**src/sbcfg_pkg.sv**
```systemverilog
/*
 * Shared constants and types for the configuration port with test-mode selection.
 * Assumes a single 200 MHz system clock domain; SMBus pins are sampled, not used as clocks.
 */
`default_nettype none
package sbcfg_pkg;
	// ----------------------------------------
	// Bus addresses and byte map
	// ----------------------------------------
	localparam logic [7:0] ADDR_WR      = 8'hd2;
	localparam logic [7:0] ADDR_RD      = 8'hd3;
	localparam int         NUM_BYTES    = 9;
	localparam logic [7:0] IDX_LIMIT    = 8'h09;
	localparam int         IDX_TEST     = 6;
	localparam int         IDX_ID       = 7;
	localparam int         IDX_COUNT    = 8;
	localparam int         POS_ENTRY    = 6;
	localparam int         POS_CHOICE   = 7;
	localparam logic [3:0] BITS_PER_BYTE = 4'h8;
	localparam logic [7:0] FILL_BYTE    = 8'hff;
	localparam logic [1:0] STRAP_SETTLE = 2'h3;

	// ----------------------------------------
	// Reset values and writable bits, byte 8 first
	// ----------------------------------------
	localparam logic [8:0][7:0] RST_VAL = {8'h09, 8'h00, 8'h12, 8'h07, 8'h03, 8'h55, 8'h3f, 8'h9e, 8'hff};
	localparam logic [8:0][7:0] WR_MASK = {8'hff, 8'h00, 8'hc0, 8'h00, 8'h00, 8'hff, 8'h3f, 8'h9e, 8'hff};

	// ----------------------------------------
	// Types
	// ----------------------------------------
	typedef enum logic [3:0] {
		ST_IDLE   = 4'h0,
		ST_ADDR   = 4'h1,
		ST_INDEX  = 4'h2,
		ST_COUNT  = 4'h3,
		ST_WDATA  = 4'h4,
		ST_ACK    = 4'h5,
		ST_RDATA  = 4'h6,
		ST_RACK   = 4'h7,
		ST_RNEXT  = 4'h8,
		ST_IGNORE = 4'h9
	} sbcfg_state_t;

	typedef enum logic [1:0] {
		OUT_NORMAL = 2'h0,
		OUT_HIZ    = 2'h1,
		OUT_REFDIV = 2'h2
	} sbcfg_out_mode_t;

	typedef struct packed {
		logic [7:0] enable0;
		logic [7:0] enable1;
		logic [7:0] enable2;
		logic [7:0] amplitude;
	} sbcfg_cfg_t;
endpackage
`default_nettype wire

```
**src/sbcfg_port.sv**
```systemverilog
/*
 * SMBus target holding nine configuration bytes, with indexed block write and
 * block read, plus the test-mode output selection. resetn stands for power-up.
 * Assumes the host honours SMBus timing, so each SCL phase spans many sys_clk cycles.
 */
// Overview of operation
// - Acknowledge address byte d2 to start a write.
// - Acknowledge address byte d3 to start the read data phase.
// - Acknowledge the starting index byte following the write address.
// - Acknowledge the byte count before data bytes.
// - Store each data byte at successive indices and acknowledge each.
// - First returned byte is the byte count.
// - Then return bytes from index N onward in sequence.
// - Returned byte count comes from byte 8.
// - High test strap at power-up enters test mode; mode strap or choice bit high selects the reference-divider output.
// - Test mode holds until power cycles; writes cannot clear it.
// - With strap low, setting the test entry bit enters test mode.
// - Register-entered test mode uses only the choice bit for output.
// - Entry bit resets to 0; strap low and bit 0 means normal outputs.
// - Choice bit resets to 0, meaning high impedance.
`timescale 1ns/1ps
`default_nettype none
module sbcfg_port #(
	parameter logic [7:0] ID_VALUE = 8'h5a // Arbitrary identity value
) (
	input  wire logic                     sys_clk,
	input  wire logic                     resetn,
	input  wire logic                     scl_pin,
	input  wire logic                     sda_in,
	output logic                          sda_out,
	output logic                          sda_oe,
	input  wire logic                     test_sel_strap_pin,
	input  wire logic                     test_kind_strap_pin,
	output sbcfg_pkg::sbcfg_cfg_t         cfg_out,
	output sbcfg_pkg::sbcfg_out_mode_t    out_mode,
	output logic                          test_mode_active
);
	// ----------------------------------------
	// Pin sampling and bus conditions
	// ----------------------------------------
	logic [3:0] pins_s;
	logic       scl_s;
	logic       sda_s;
	logic       scl_prev_reg;
	logic       sda_prev_reg;
	logic       scl_rise;
	logic       scl_fall;
	logic       bus_start;
	logic       bus_stop;

	sbcfg_sync #(
		.WIDTH(4)
	) u_sync (
		.sys_clk (sys_clk),
		.resetn  (resetn),
		.async_in({test_kind_strap_pin, test_sel_strap_pin, sda_in, scl_pin}),
		.sync_out(pins_s)
	);

	assign scl_s     = pins_s[0];
	assign sda_s     = pins_s[1];
	assign scl_rise  = scl_s & ~scl_prev_reg;
	assign scl_fall  = ~scl_s & scl_prev_reg;
	assign bus_start = scl_s & scl_prev_reg & sda_prev_reg & ~sda_s;
	assign bus_stop  = scl_s & scl_prev_reg & ~sda_prev_reg & sda_s;
	// Open drain: only ever pulls low
	assign sda_out   = 1'b0;

	// ----------------------------------------
	// Transfer state
	// ----------------------------------------
	sbcfg_pkg::sbcfg_state_t state_reg, state_next, after_reg, after_next;
	logic [3:0] bit_reg, bit_next;
	logic [7:0] shift_reg, shift_next;
	logic [7:0] tx_reg, tx_next;
	logic [7:0] idx_reg, idx_next;
	logic [7:0] left_reg, left_next;
	logic       oe_reg, oe_next;
	logic       wr_en;
	logic       byte_done;
	logic [7:0] rd_byte;
	logic [7:0] cfg_reg [0:sbcfg_pkg::NUM_BYTES-1];

	assign byte_done = scl_fall && (bit_reg == sbcfg_pkg::BITS_PER_BYTE);
	// Out-of-range indices read as zero
	assign rd_byte   = (idx_reg < sbcfg_pkg::IDX_LIMIT) ? cfg_reg[idx_reg[3:0]] : 8'h00;

	always_comb
	begin
		state_next = state_reg;
		after_next = after_reg;
		bit_next   = bit_reg;
		shift_next = shift_reg;
		tx_next    = tx_reg;
		idx_next   = idx_reg;
		left_next  = left_reg;
		oe_next    = oe_reg;
		wr_en      = 1'b0;
		if (bus_stop)
		begin
			state_next = sbcfg_pkg::ST_IDLE;
			oe_next    = 1'b0;
		end
		else if (bus_start)
		begin
			// Repeated start lands here too, keeping the index
			state_next = sbcfg_pkg::ST_ADDR;
			bit_next   = 4'h0;
			oe_next    = 1'b0;
		end
		else
		begin
			unique case (state_reg)
				sbcfg_pkg::ST_IDLE, sbcfg_pkg::ST_IGNORE:
				begin
				end
				sbcfg_pkg::ST_ADDR, sbcfg_pkg::ST_INDEX, sbcfg_pkg::ST_COUNT, sbcfg_pkg::ST_WDATA:
				begin
					if (scl_rise)
					begin
						shift_next = {shift_reg[6:0], sda_s};
						bit_next   = bit_reg + 4'h1;
					end
					if (byte_done)
					begin
						bit_next   = 4'h0;
						oe_next    = 1'b1;
						state_next = sbcfg_pkg::ST_ACK;
						unique case (state_reg)
							sbcfg_pkg::ST_ADDR:
							begin
								if (shift_reg == sbcfg_pkg::ADDR_WR)
									after_next = sbcfg_pkg::ST_INDEX;
								else if (shift_reg == sbcfg_pkg::ADDR_RD)
								begin
									after_next = sbcfg_pkg::ST_RDATA;
									tx_next    = cfg_reg[sbcfg_pkg::IDX_COUNT];
									left_next  = cfg_reg[sbcfg_pkg::IDX_COUNT];
								end
								else
								begin
									oe_next    = 1'b0;
									state_next = sbcfg_pkg::ST_IGNORE;
								end
							end
							sbcfg_pkg::ST_INDEX:
							begin
								idx_next   = shift_reg;
								after_next = sbcfg_pkg::ST_COUNT;
							end
							sbcfg_pkg::ST_COUNT:
								after_next = sbcfg_pkg::ST_WDATA;
							default:
							begin
								wr_en      = 1'b1;
								idx_next   = idx_reg + 8'h01;
								after_next = sbcfg_pkg::ST_WDATA;
							end
						endcase
					end
				end
				sbcfg_pkg::ST_ACK:
				begin
					if (scl_fall)
					begin
						state_next = after_reg;
						oe_next    = (after_reg == sbcfg_pkg::ST_RDATA) ? ~tx_reg[7] : 1'b0;
					end
				end
				sbcfg_pkg::ST_RDATA:
				begin
					if (scl_rise)
						bit_next = bit_reg + 4'h1;
					if (byte_done)
					begin
						bit_next   = 4'h0;
						oe_next    = 1'b0;
						state_next = sbcfg_pkg::ST_RACK;
					end
					else if (scl_fall)
					begin
						tx_next = {tx_reg[6:0], 1'b1};
						oe_next = ~tx_reg[6];
					end
				end
				sbcfg_pkg::ST_RACK:
				begin
					if (scl_rise)
					begin
						if (sda_s)
							state_next = sbcfg_pkg::ST_IGNORE;
						else
						begin
							state_next = sbcfg_pkg::ST_RNEXT;
							// Past the count the bus idles high
							if (left_reg != 8'h00)
							begin
								tx_next   = rd_byte;
								idx_next  = idx_reg + 8'h01;
								left_next = left_reg - 8'h01;
							end
							else
								tx_next = sbcfg_pkg::FILL_BYTE;
						end
					end
				end
				sbcfg_pkg::ST_RNEXT:
				begin
					if (scl_fall)
					begin
						state_next = sbcfg_pkg::ST_RDATA;
						oe_next    = ~tx_reg[7];
					end
				end
				default:
					state_next = sbcfg_pkg::ST_IDLE;
			endcase
		end
	end

	always_ff @(posedge sys_clk or negedge resetn)
	begin
		if (!resetn)
		begin
			state_reg    <= sbcfg_pkg::ST_IDLE;
			after_reg    <= sbcfg_pkg::ST_IDLE;
			bit_reg      <= 4'h0;
			shift_reg    <= 8'h00;
			tx_reg       <= 8'h00;
			idx_reg      <= 8'h00;
			left_reg     <= 8'h00;
			oe_reg       <= 1'b0;
			scl_prev_reg <= 1'b1;
			sda_prev_reg <= 1'b1;
		end
		else
		begin
			state_reg    <= state_next;
			after_reg    <= after_next;
			bit_reg      <= bit_next;
			shift_reg    <= shift_next;
			tx_reg       <= tx_next;
			idx_reg      <= idx_next;
			left_reg     <= left_next;
			oe_reg       <= oe_next;
			scl_prev_reg <= scl_s;
			sda_prev_reg <= sda_s;
		end
	end

	assign sda_oe = oe_reg;

	// ----------------------------------------
	// Configuration bytes
	// ----------------------------------------
	for (genvar i = 0; i < sbcfg_pkg::NUM_BYTES; i++)
	begin : g_byte
		logic [7:0] byte_next;
		localparam logic [7:0] RST = (i == sbcfg_pkg::IDX_ID) ? ID_VALUE : sbcfg_pkg::RST_VAL[i];
		localparam logic [7:0] MSK = sbcfg_pkg::WR_MASK[i];

		always_comb
		begin
			byte_next = cfg_reg[i];
			if (wr_en && (idx_reg == 8'(i)))
				byte_next = (cfg_reg[i] & ~MSK) | (shift_reg & MSK);
		end

		always_ff @(posedge sys_clk or negedge resetn)
		begin
			if (!resetn)
				cfg_reg[i] <= RST;
			else
				cfg_reg[i] <= byte_next;
		end
	end

	assign cfg_out = {cfg_reg[0], cfg_reg[1], cfg_reg[2], cfg_reg[3]};

	// ----------------------------------------
	// Test mode
	// ----------------------------------------
	logic [1:0] settle_reg, settle_next;
	logic       strap_test_reg, strap_test_next;
	logic       sw_test_reg, sw_test_next;
	logic       choice_bit;
	sbcfg_pkg::sbcfg_out_mode_t mode_reg, mode_next;

	assign choice_bit = cfg_reg[sbcfg_pkg::IDX_TEST][sbcfg_pkg::POS_CHOICE];

	always_comb
	begin
		settle_next     = settle_reg;
		strap_test_next = strap_test_reg;
		sw_test_next    = sw_test_reg;
		// Strap caught once its synchroniser has filled after release
		if (settle_reg != sbcfg_pkg::STRAP_SETTLE)
		begin
			settle_next = settle_reg + 2'h1;
			if (settle_next == sbcfg_pkg::STRAP_SETTLE)
				strap_test_next = pins_s[2];
		end
		else if (!strap_test_reg && cfg_reg[sbcfg_pkg::IDX_TEST][sbcfg_pkg::POS_ENTRY])
			sw_test_next = 1'b1;
		if (strap_test_reg)
			mode_next = (pins_s[3] || choice_bit) ? sbcfg_pkg::OUT_REFDIV : sbcfg_pkg::OUT_HIZ;
		else if (sw_test_reg)
			mode_next = choice_bit ? sbcfg_pkg::OUT_REFDIV : sbcfg_pkg::OUT_HIZ;
		else
			mode_next = sbcfg_pkg::OUT_NORMAL;
	end

	always_ff @(posedge sys_clk or negedge resetn)
	begin
		if (!resetn)
		begin
			settle_reg     <= 2'h0;
			strap_test_reg <= 1'b0;
			sw_test_reg    <= 1'b0;
			mode_reg       <= sbcfg_pkg::OUT_NORMAL;
		end
		else
		begin
			settle_reg     <= settle_next;
			strap_test_reg <= strap_test_next;
			sw_test_reg    <= sw_test_next;
			mode_reg       <= mode_next;
		end
	end

	assign out_mode         = mode_reg;
	assign test_mode_active = strap_test_reg | sw_test_reg;

	logic ev_quiet;
	assign ev_quiet = !bus_start && !bus_stop;
endmodule
`default_nettype wire

```
**src/sbcfg_sync.sv**
```systemverilog
/*
 * Two-flop synchroniser for pins from outside the system clock domain.
 * Assumes the inputs are slow compared with sys_clk.
 */
`timescale 1ns/1ps
`default_nettype none
module sbcfg_sync #(
	parameter int WIDTH = 4
) (
	input  wire logic             sys_clk,
	input  wire logic             resetn,
	input  wire logic [WIDTH-1:0] async_in,
	output logic      [WIDTH-1:0] sync_out
);
	logic [WIDTH-1:0] meta_reg;
	logic [WIDTH-1:0] meta_next;
	logic [WIDTH-1:0] sync_next;

	always_comb
	begin
		meta_next = async_in;
		sync_next = meta_reg;
	end

	always_ff @(posedge sys_clk or negedge resetn)
	begin
		if (!resetn)
		begin
			meta_reg <= '0;
			sync_out <= '0;
		end
		else
		begin
			meta_reg <= meta_next;
			sync_out <= sync_next;
		end
	end
endmodule
`default_nettype wire
```
**config.mk**
```make
export PLATFORM = sky130hd
export DESIGN_NAME = sbcfg_port
export DESIGN_NICKNAME = d
export VERILOG_FILES = /design/src/sbcfg_pkg.sv /design/src/sbcfg_port.sv /design/src/sbcfg_sync.sv
export SDC_FILE = /design/constraint.sdc
export NUM_CORES = 1
export LEC_CHECK = 0
export BUFFER_PORTS_ARGS = -buffer_cell sky130_fd_sc_hd__buf_2
export CAP_MARGIN = 20
export CORE_MARGIN = 1
export CORE_UTILIZATION = 35
export CTS_CLUSTER_SIZE = 30
export DETAILED_ROUTE_END_ITERATION = 10
export SLEW_MARGIN = 20
export SYNTH_ARGS = -nofsm -noshare
export SYNTH_HDL_FRONTEND = slang
export SYNTH_HIERARCHICAL = 1
export SYNTH_SLANG_ARGS = --single-unit
```
**constraint.sdc**
```tcl
create_clock -name sys_clk -period 4.91 [get_ports sys_clk]
set_input_delay 0.982 -clock sys_clk [delete_from_list [all_inputs] [get_ports sys_clk]]
set_output_delay 0.982 -clock sys_clk [all_outputs]
set_load 0.01 [all_outputs]
```
==> results of run 1 <==
-- path summary, 6_finish.rpt --
check	startpoint	endpoint	slack, ps
worst max-delay path	state_reg[0]	idx_reg[0]	1980
worst min-delay path	u_sync/meta_reg[0]	u_sync/sync_out[0]	350
worst max register to register	state_reg[0]	idx_reg[0]	1980
worst min register to register	u_sync/meta_reg[0]	u_sync/sync_out[0]	350
max in group asynchronous	resetn	cfg_out[30]	3200
min in group asynchronous	resetn	after_reg[2]	700
-- per-stage QoR --
stage / std cells / total power [mW] / setup WS, ps / utilization, % / hold slack (ps)
global route: 753 / 2.48 / 1690 / 39.0 / 360
floorplan: 548 / 1.49 / 2580 / - / 331
detailed placement: 737 / 1.66 / 2030 / 37.0 / 340
global placement: 737 / 1.63 / 2110 / 37.0 / 333
CTS: 753 / 2.37 / 2000 / 39.0 / 357
finish: 753 / 2.35 / 1980 / 39.0 / 353
-- per-layer routing --
layer / wire (um) / up-vias
li1: - / 1954
met1: 6200 / 2061
met2: 6520 / 116
met3: 538 / 10
met4: 192 / 0
met5: 0 / -
-- power by group --
group / switching, mW / internal, mW
registers: 0.197 / 0.886
logic: 0.321 / 0.245
clock network: 0.340 / 0.359
total: 0.857 / 1.49
-- cell families after synthesis --
family	after synthesis	synth area share, %
XOR/XNOR	2	0.315
other	1	0.0673
flip-flops	97	44.2
AND/OR/NAND/NOR	150	15.2
multiplexers	68	13.7
adder cells (fa/ha/maj)	11	2.47
AO/OA/AOI/OAI	140	16.7
buffers and inverters	74	7.41
-- synth_stat cells (all sizes together) (4+ instances only) --
master	count
nand3	15
nor2	27
a21o	4
a211oi	7
mux2	54
ha	11
a2bb2oi	9
o31ai	4
nor4	6
mux2i	13
clkbuf	18
and3	4
dfstp	27
a31oi	8
inv	14
nand2b	6
nand2	32
buf	41
a21oi	38
nor3	21
nor2b	7
o32ai	5
dfrtp	70
o21ai	35
-- worst max-delay path, cell delays in order (launching register included) --
cell	delay, ps
dfrtp_1	740
and4b_1	630
a21oi_1	210
o221ai_1	820
nor3_1	110
a211o_1	300
-- area by class of cell --
| cell class | instances | area [um^2] |
|---|---|---|
| fill | 1500 | 9380 |
| clock buffer | 9 | 225 |
| sequential | 97 | 2460 |
| timing repair buffer | 37 | 190 |
| multi-input combinational | 377 | 2720 |
| tap | 211 | 264 |
| clock inverter | 7 | 77.6 |
| inverter | 15 | 56.3 |
==> results.txt, run 1 <==
status - finished clean
Die H - 128 um
Detailed Place HPWL - 9550 um
DR pass1 iterations - 4
number of buffers added on ports - 36
clk_lat worst skew - 350 ps
Synth Cell Area - 5570 um^2
WP data arrival - 3170 ps
Final setup viols - 0
CTS Buf Count - 9
Worst-path clk slew - 70 ps
most common cell after layout, fill and taps aside - dfrtp_1
clk root buf - clkbuf_16
HP Class - flip-flop to flip-flop
Placed Instance Area - 5690 um^2
most frequent cells in the layout - 70 x dfrtp_1, 51 x mux2_2, 38 x a21oi_1
clock skew - 9.94 ps
max-cap viol count - 0
post-CTS setup buffer count - 0
largest net degree at the start of global routing - 59
drt drc - 0
Primary FF master, synth - dfrtp_1
H-tree levels - 3
Initial Utilization - 36.2%
DRT iter0 DRCs - 225
number of synthesized flops with an enable pin - 0
Antenna Diode Count - 0
worst vdd ir - 0.229 mV
Synth Warn # - 6
final instance area - 5990 um^2
number of top-level pins - 43
global-route wire length before repair - 21900 um
CP Capture Type - flip-flop
largest area contributor in the netlist - dfrtp_1
number of global-route vias before repair - 4020
Routed WL per cell - 17.9 um
WHS Path Cells - 0
Leak - 2.56 nW
area grow syn2layout - 7.52%
initial antenna violation count - 0
max reg flops - 27
ratio of cells with drive above 1 in the final layout - 27.3%
die width - 128 um
Highest Clock Rate - 341 MHz
synth top area cells - dfrtp_1 31%, dfstp_2 13%, mux2_2 10%
vias post-DR - 4141
PostCTS Resize Cnt - 0
CTS tree - yes
required time of the critical path - 5140 ps
final wirelength - 13400 um
distinct cell type count after synthesis - 72
met2 Use GR - 28.4%
critical path type - flip-flop to flip-flop
Worst setup SP type - flip-flop
relative slew slack - 33.1%
Post-DRT Antenna Nets - 0
Avg Inst Size Synth - 10.3 um^2
R2R depth - 5
worst slew pin tran - 1000 ps
Seq/Total Area, Yosys - 44.2%
post-layout min period - 2930 ps
Die Area - 16400 um^2
pwr dens - 392 nW/um^2
Crit Path Max Fanout - 21
drt via density - 5.50
Fin Setup TNS - 0 ps
# nets final - 554
M3 GR Usage - 3.13%
fraction of registers with async set/reset - 100%
Tot GR Track Use - 17.3%
Max clock buf depth - 2
synthesized flop and latch total - 97
hold_buf cts - 0
unrepaired setup endpoints after global routing - no
GP Congestion - 0.901
cell row count - 45
grt peak-use layer - met2
total clock sinks - 97
Yosys top cell area share - 31.4%
Core ar. - 15400 um^2
Hold Violations, Final - 0
remaining global-route overflow - 0
Final Slew Violations - 0
met1 Use GR - 23.0%
Syn Inst Count - 543
final worst-path cycle share - 59.7%
Power figures use the tool's default switching activity.
==> run 2, diff against run 1 <==
==> constraint.sdc (replaced) <==
create_clock -name sys_clk -period 2.6 [get_ports sys_clk]
set_input_delay 0.52 -clock sys_clk [delete_from_list [all_inputs] [get_ports sys_clk]]
set_output_delay 0.52 -clock sys_clk [all_outputs]
set_load 0.01 [all_outputs]
==> run 2 against run 1 <==
Against the previous run: global-route usage grew 0.66 points; register-to-register slack lost 1900 ps; die area is the same; sequential share of layout area fell by 1.7 points; combinational power rose to 2.5 times the previous value; sequential power grew 72%; sequential cell count unchanged; worst hold slack lost 200 ps; final area is 4.4% higher; largest cell class unchanged; critical path depth unchanged; cell count grew 4.1%; count of clock-buffer cells in the layout increased by 1.
==> results.txt, run 2 (synthesis gave the netlist of run 1 again) <==
status - finished clean
CTS Buf Count - 9
Final Slew Violations - 0
clk root buf - clkbuf_16
DRT iter0 DRCs - 282
total power - 4.66 mW
clk_lat worst skew - 350 ps
DR pass1 iterations - 5
drt via density - 5.51
CP bufs+invs - 1
CP peak stage delay - 600 ps
Worst-path clk slew - 70 ps
Crit Path Max Fanout - 3
largest net degree at the start of global routing - 46
CP cell instances - or4_1 -> or4_4 -> nor3_1 -> buf_4 -> mux2_2
Die Area - 16400 um^2
final wirelength - 13700 um
CTS tree - yes
vias post-DR - 4319
reg2reg end - cfg_reg[23]
GP Congestion - 0.901
Routed WL per cell - 17.5 um
Detailed Place HPWL - 10100 um
Fin Setup TNS - 0 ps
worst slew pin tran - 721 ps
initial antenna violation count - 0
max-cap viol count - 0
worst vdd ir - 0.405 mV
hold_buf cts - 0
cell row count - 45
die width - 128 um
CP Capture Type - flip-flop
Final Worst Setup Slack - 72.3 ps
pre-CTS setup slack - 70.7 ps
number of buffers added on ports - 36
total clock sinks - 97
Hold Violations, Final - 0
final worst-path cycle share - 97.2%
most frequent cells in the layout - 70 x dfrtp_1, 51 x mux2_2, 36 x a21oi_1
relative slew slack - 50.7%
H-tree levels - 3
Levels on crit path - 5
most common cell after layout, fill and taps aside - dfrtp_1
Final setup viols - 0
ratio of cells with drive above 1 in the final layout - 31.6%
FF-to-FF setup slack - 70 ps
max reg flops - 27
WP data arrival - 2760 ps
unrepaired setup endpoints after global routing - no
number of global-route vias before repair - 4216
clock skew - 9.58 ps
remaining global-route overflow - 0
R2R depth - 5
number of top-level pins - 43
post-CTS setup buffer count - 0
PostCTS Resize Cnt - 0
R2R Path Start - idx_reg[7]
pwr dens - 746 nW/um^2
Antenna Diode Count - 0
Core ar. - 15400 um^2
post-layout min period - 2530 ps
Max clock buf depth - 2
Die H - 128 um
required time of the critical path - 2830 ps
drt drc - 0
Post-DRT Antenna Nets - 0
critical path type - flip-flop to flip-flop
Worst setup SP type - flip-flop
Highest Clock Rate - 396 MHz
crit path max-delay cell type - or4_1
Initial Utilization - 36.2%
CP delay by family, top - simple AND/OR/NAND/NOR gates
global-route wire length before repair - 22700 um
fillers - 1480
HP Class - input port to async pin
Leak - 2.73 nW
# nets final - 585
Tot GR Track Use - 18.0%
area grow syn2layout - 12.2%
[run 2: worst max-delay path by stage]
| stage | start | slack (ps) | to |
|---|---|---|---|
| 6_report | idx_reg[7] | 70 | cfg_reg[23] |
| 5_1_grt | left_reg[0] | 30 | idx_reg[6] |
| 4_1_cts | idx_reg[7] | 60 | cfg_reg[23] |
| 3_5_place_dp | idx_reg[6] | 70 | cfg_reg[23] |
| 3_3_place_gp | idx_reg[6] | 90 | cfg_reg[22] |
| 2_1_floorplan | state_reg[1] | 270 | tx_reg[0] |
[run 2: report_power, final]
group / switching (mW) / internal [mW]
Sequential: 0.186 / 1.68
Combinational: 0.827 / 0.599
Clock: 0.610 / 0.762
Total: 1.62 / 3.04
[run 2: per-layer routing]
layer | vias to the layer above | track usage (%) | routed length [um]
met2 | 153 | 28.5 | 6490
met4 | 0 | 8.24 | 422
met3 | 28 | 2.71 | 658
li1 | 2017 | - | -
met1 | 2121 | 24.2 | 6160
met5 | - | 0 | 0
[run 2: cell type report]
cell class	count	area (um^2)	share of cell area, %
multi-input combinational	377	2730	43.7
sequential	97	2460	39.4
timing repair buffer	68	435	6.97
tap	211	264	4.22
clock buffer	10	229	3.66
clock inverter	6	76.3	1.22
inverter	15	56.3	0.901
[run 2: metrics by stage]
| step | utilization (%) | instance area, um^2 | hold WS, ps | std cells |
|---|---|---|---|---|
| 2_1_floorplan | - | 5590 | 224 | 548 |
| 3_5_place_dp | 38.6 | 5930 | 337 | 768 |
| 5_1_grt | 40.7 | 6250 | 185 | 784 |
| 3_3_place_gp | 38.6 | 5930 | 332 | 768 |
| 6_report | 40.7 | 6250 | 149 | 784 |
| 4_1_cts | 40.6 | 6240 | 157 | 784 |
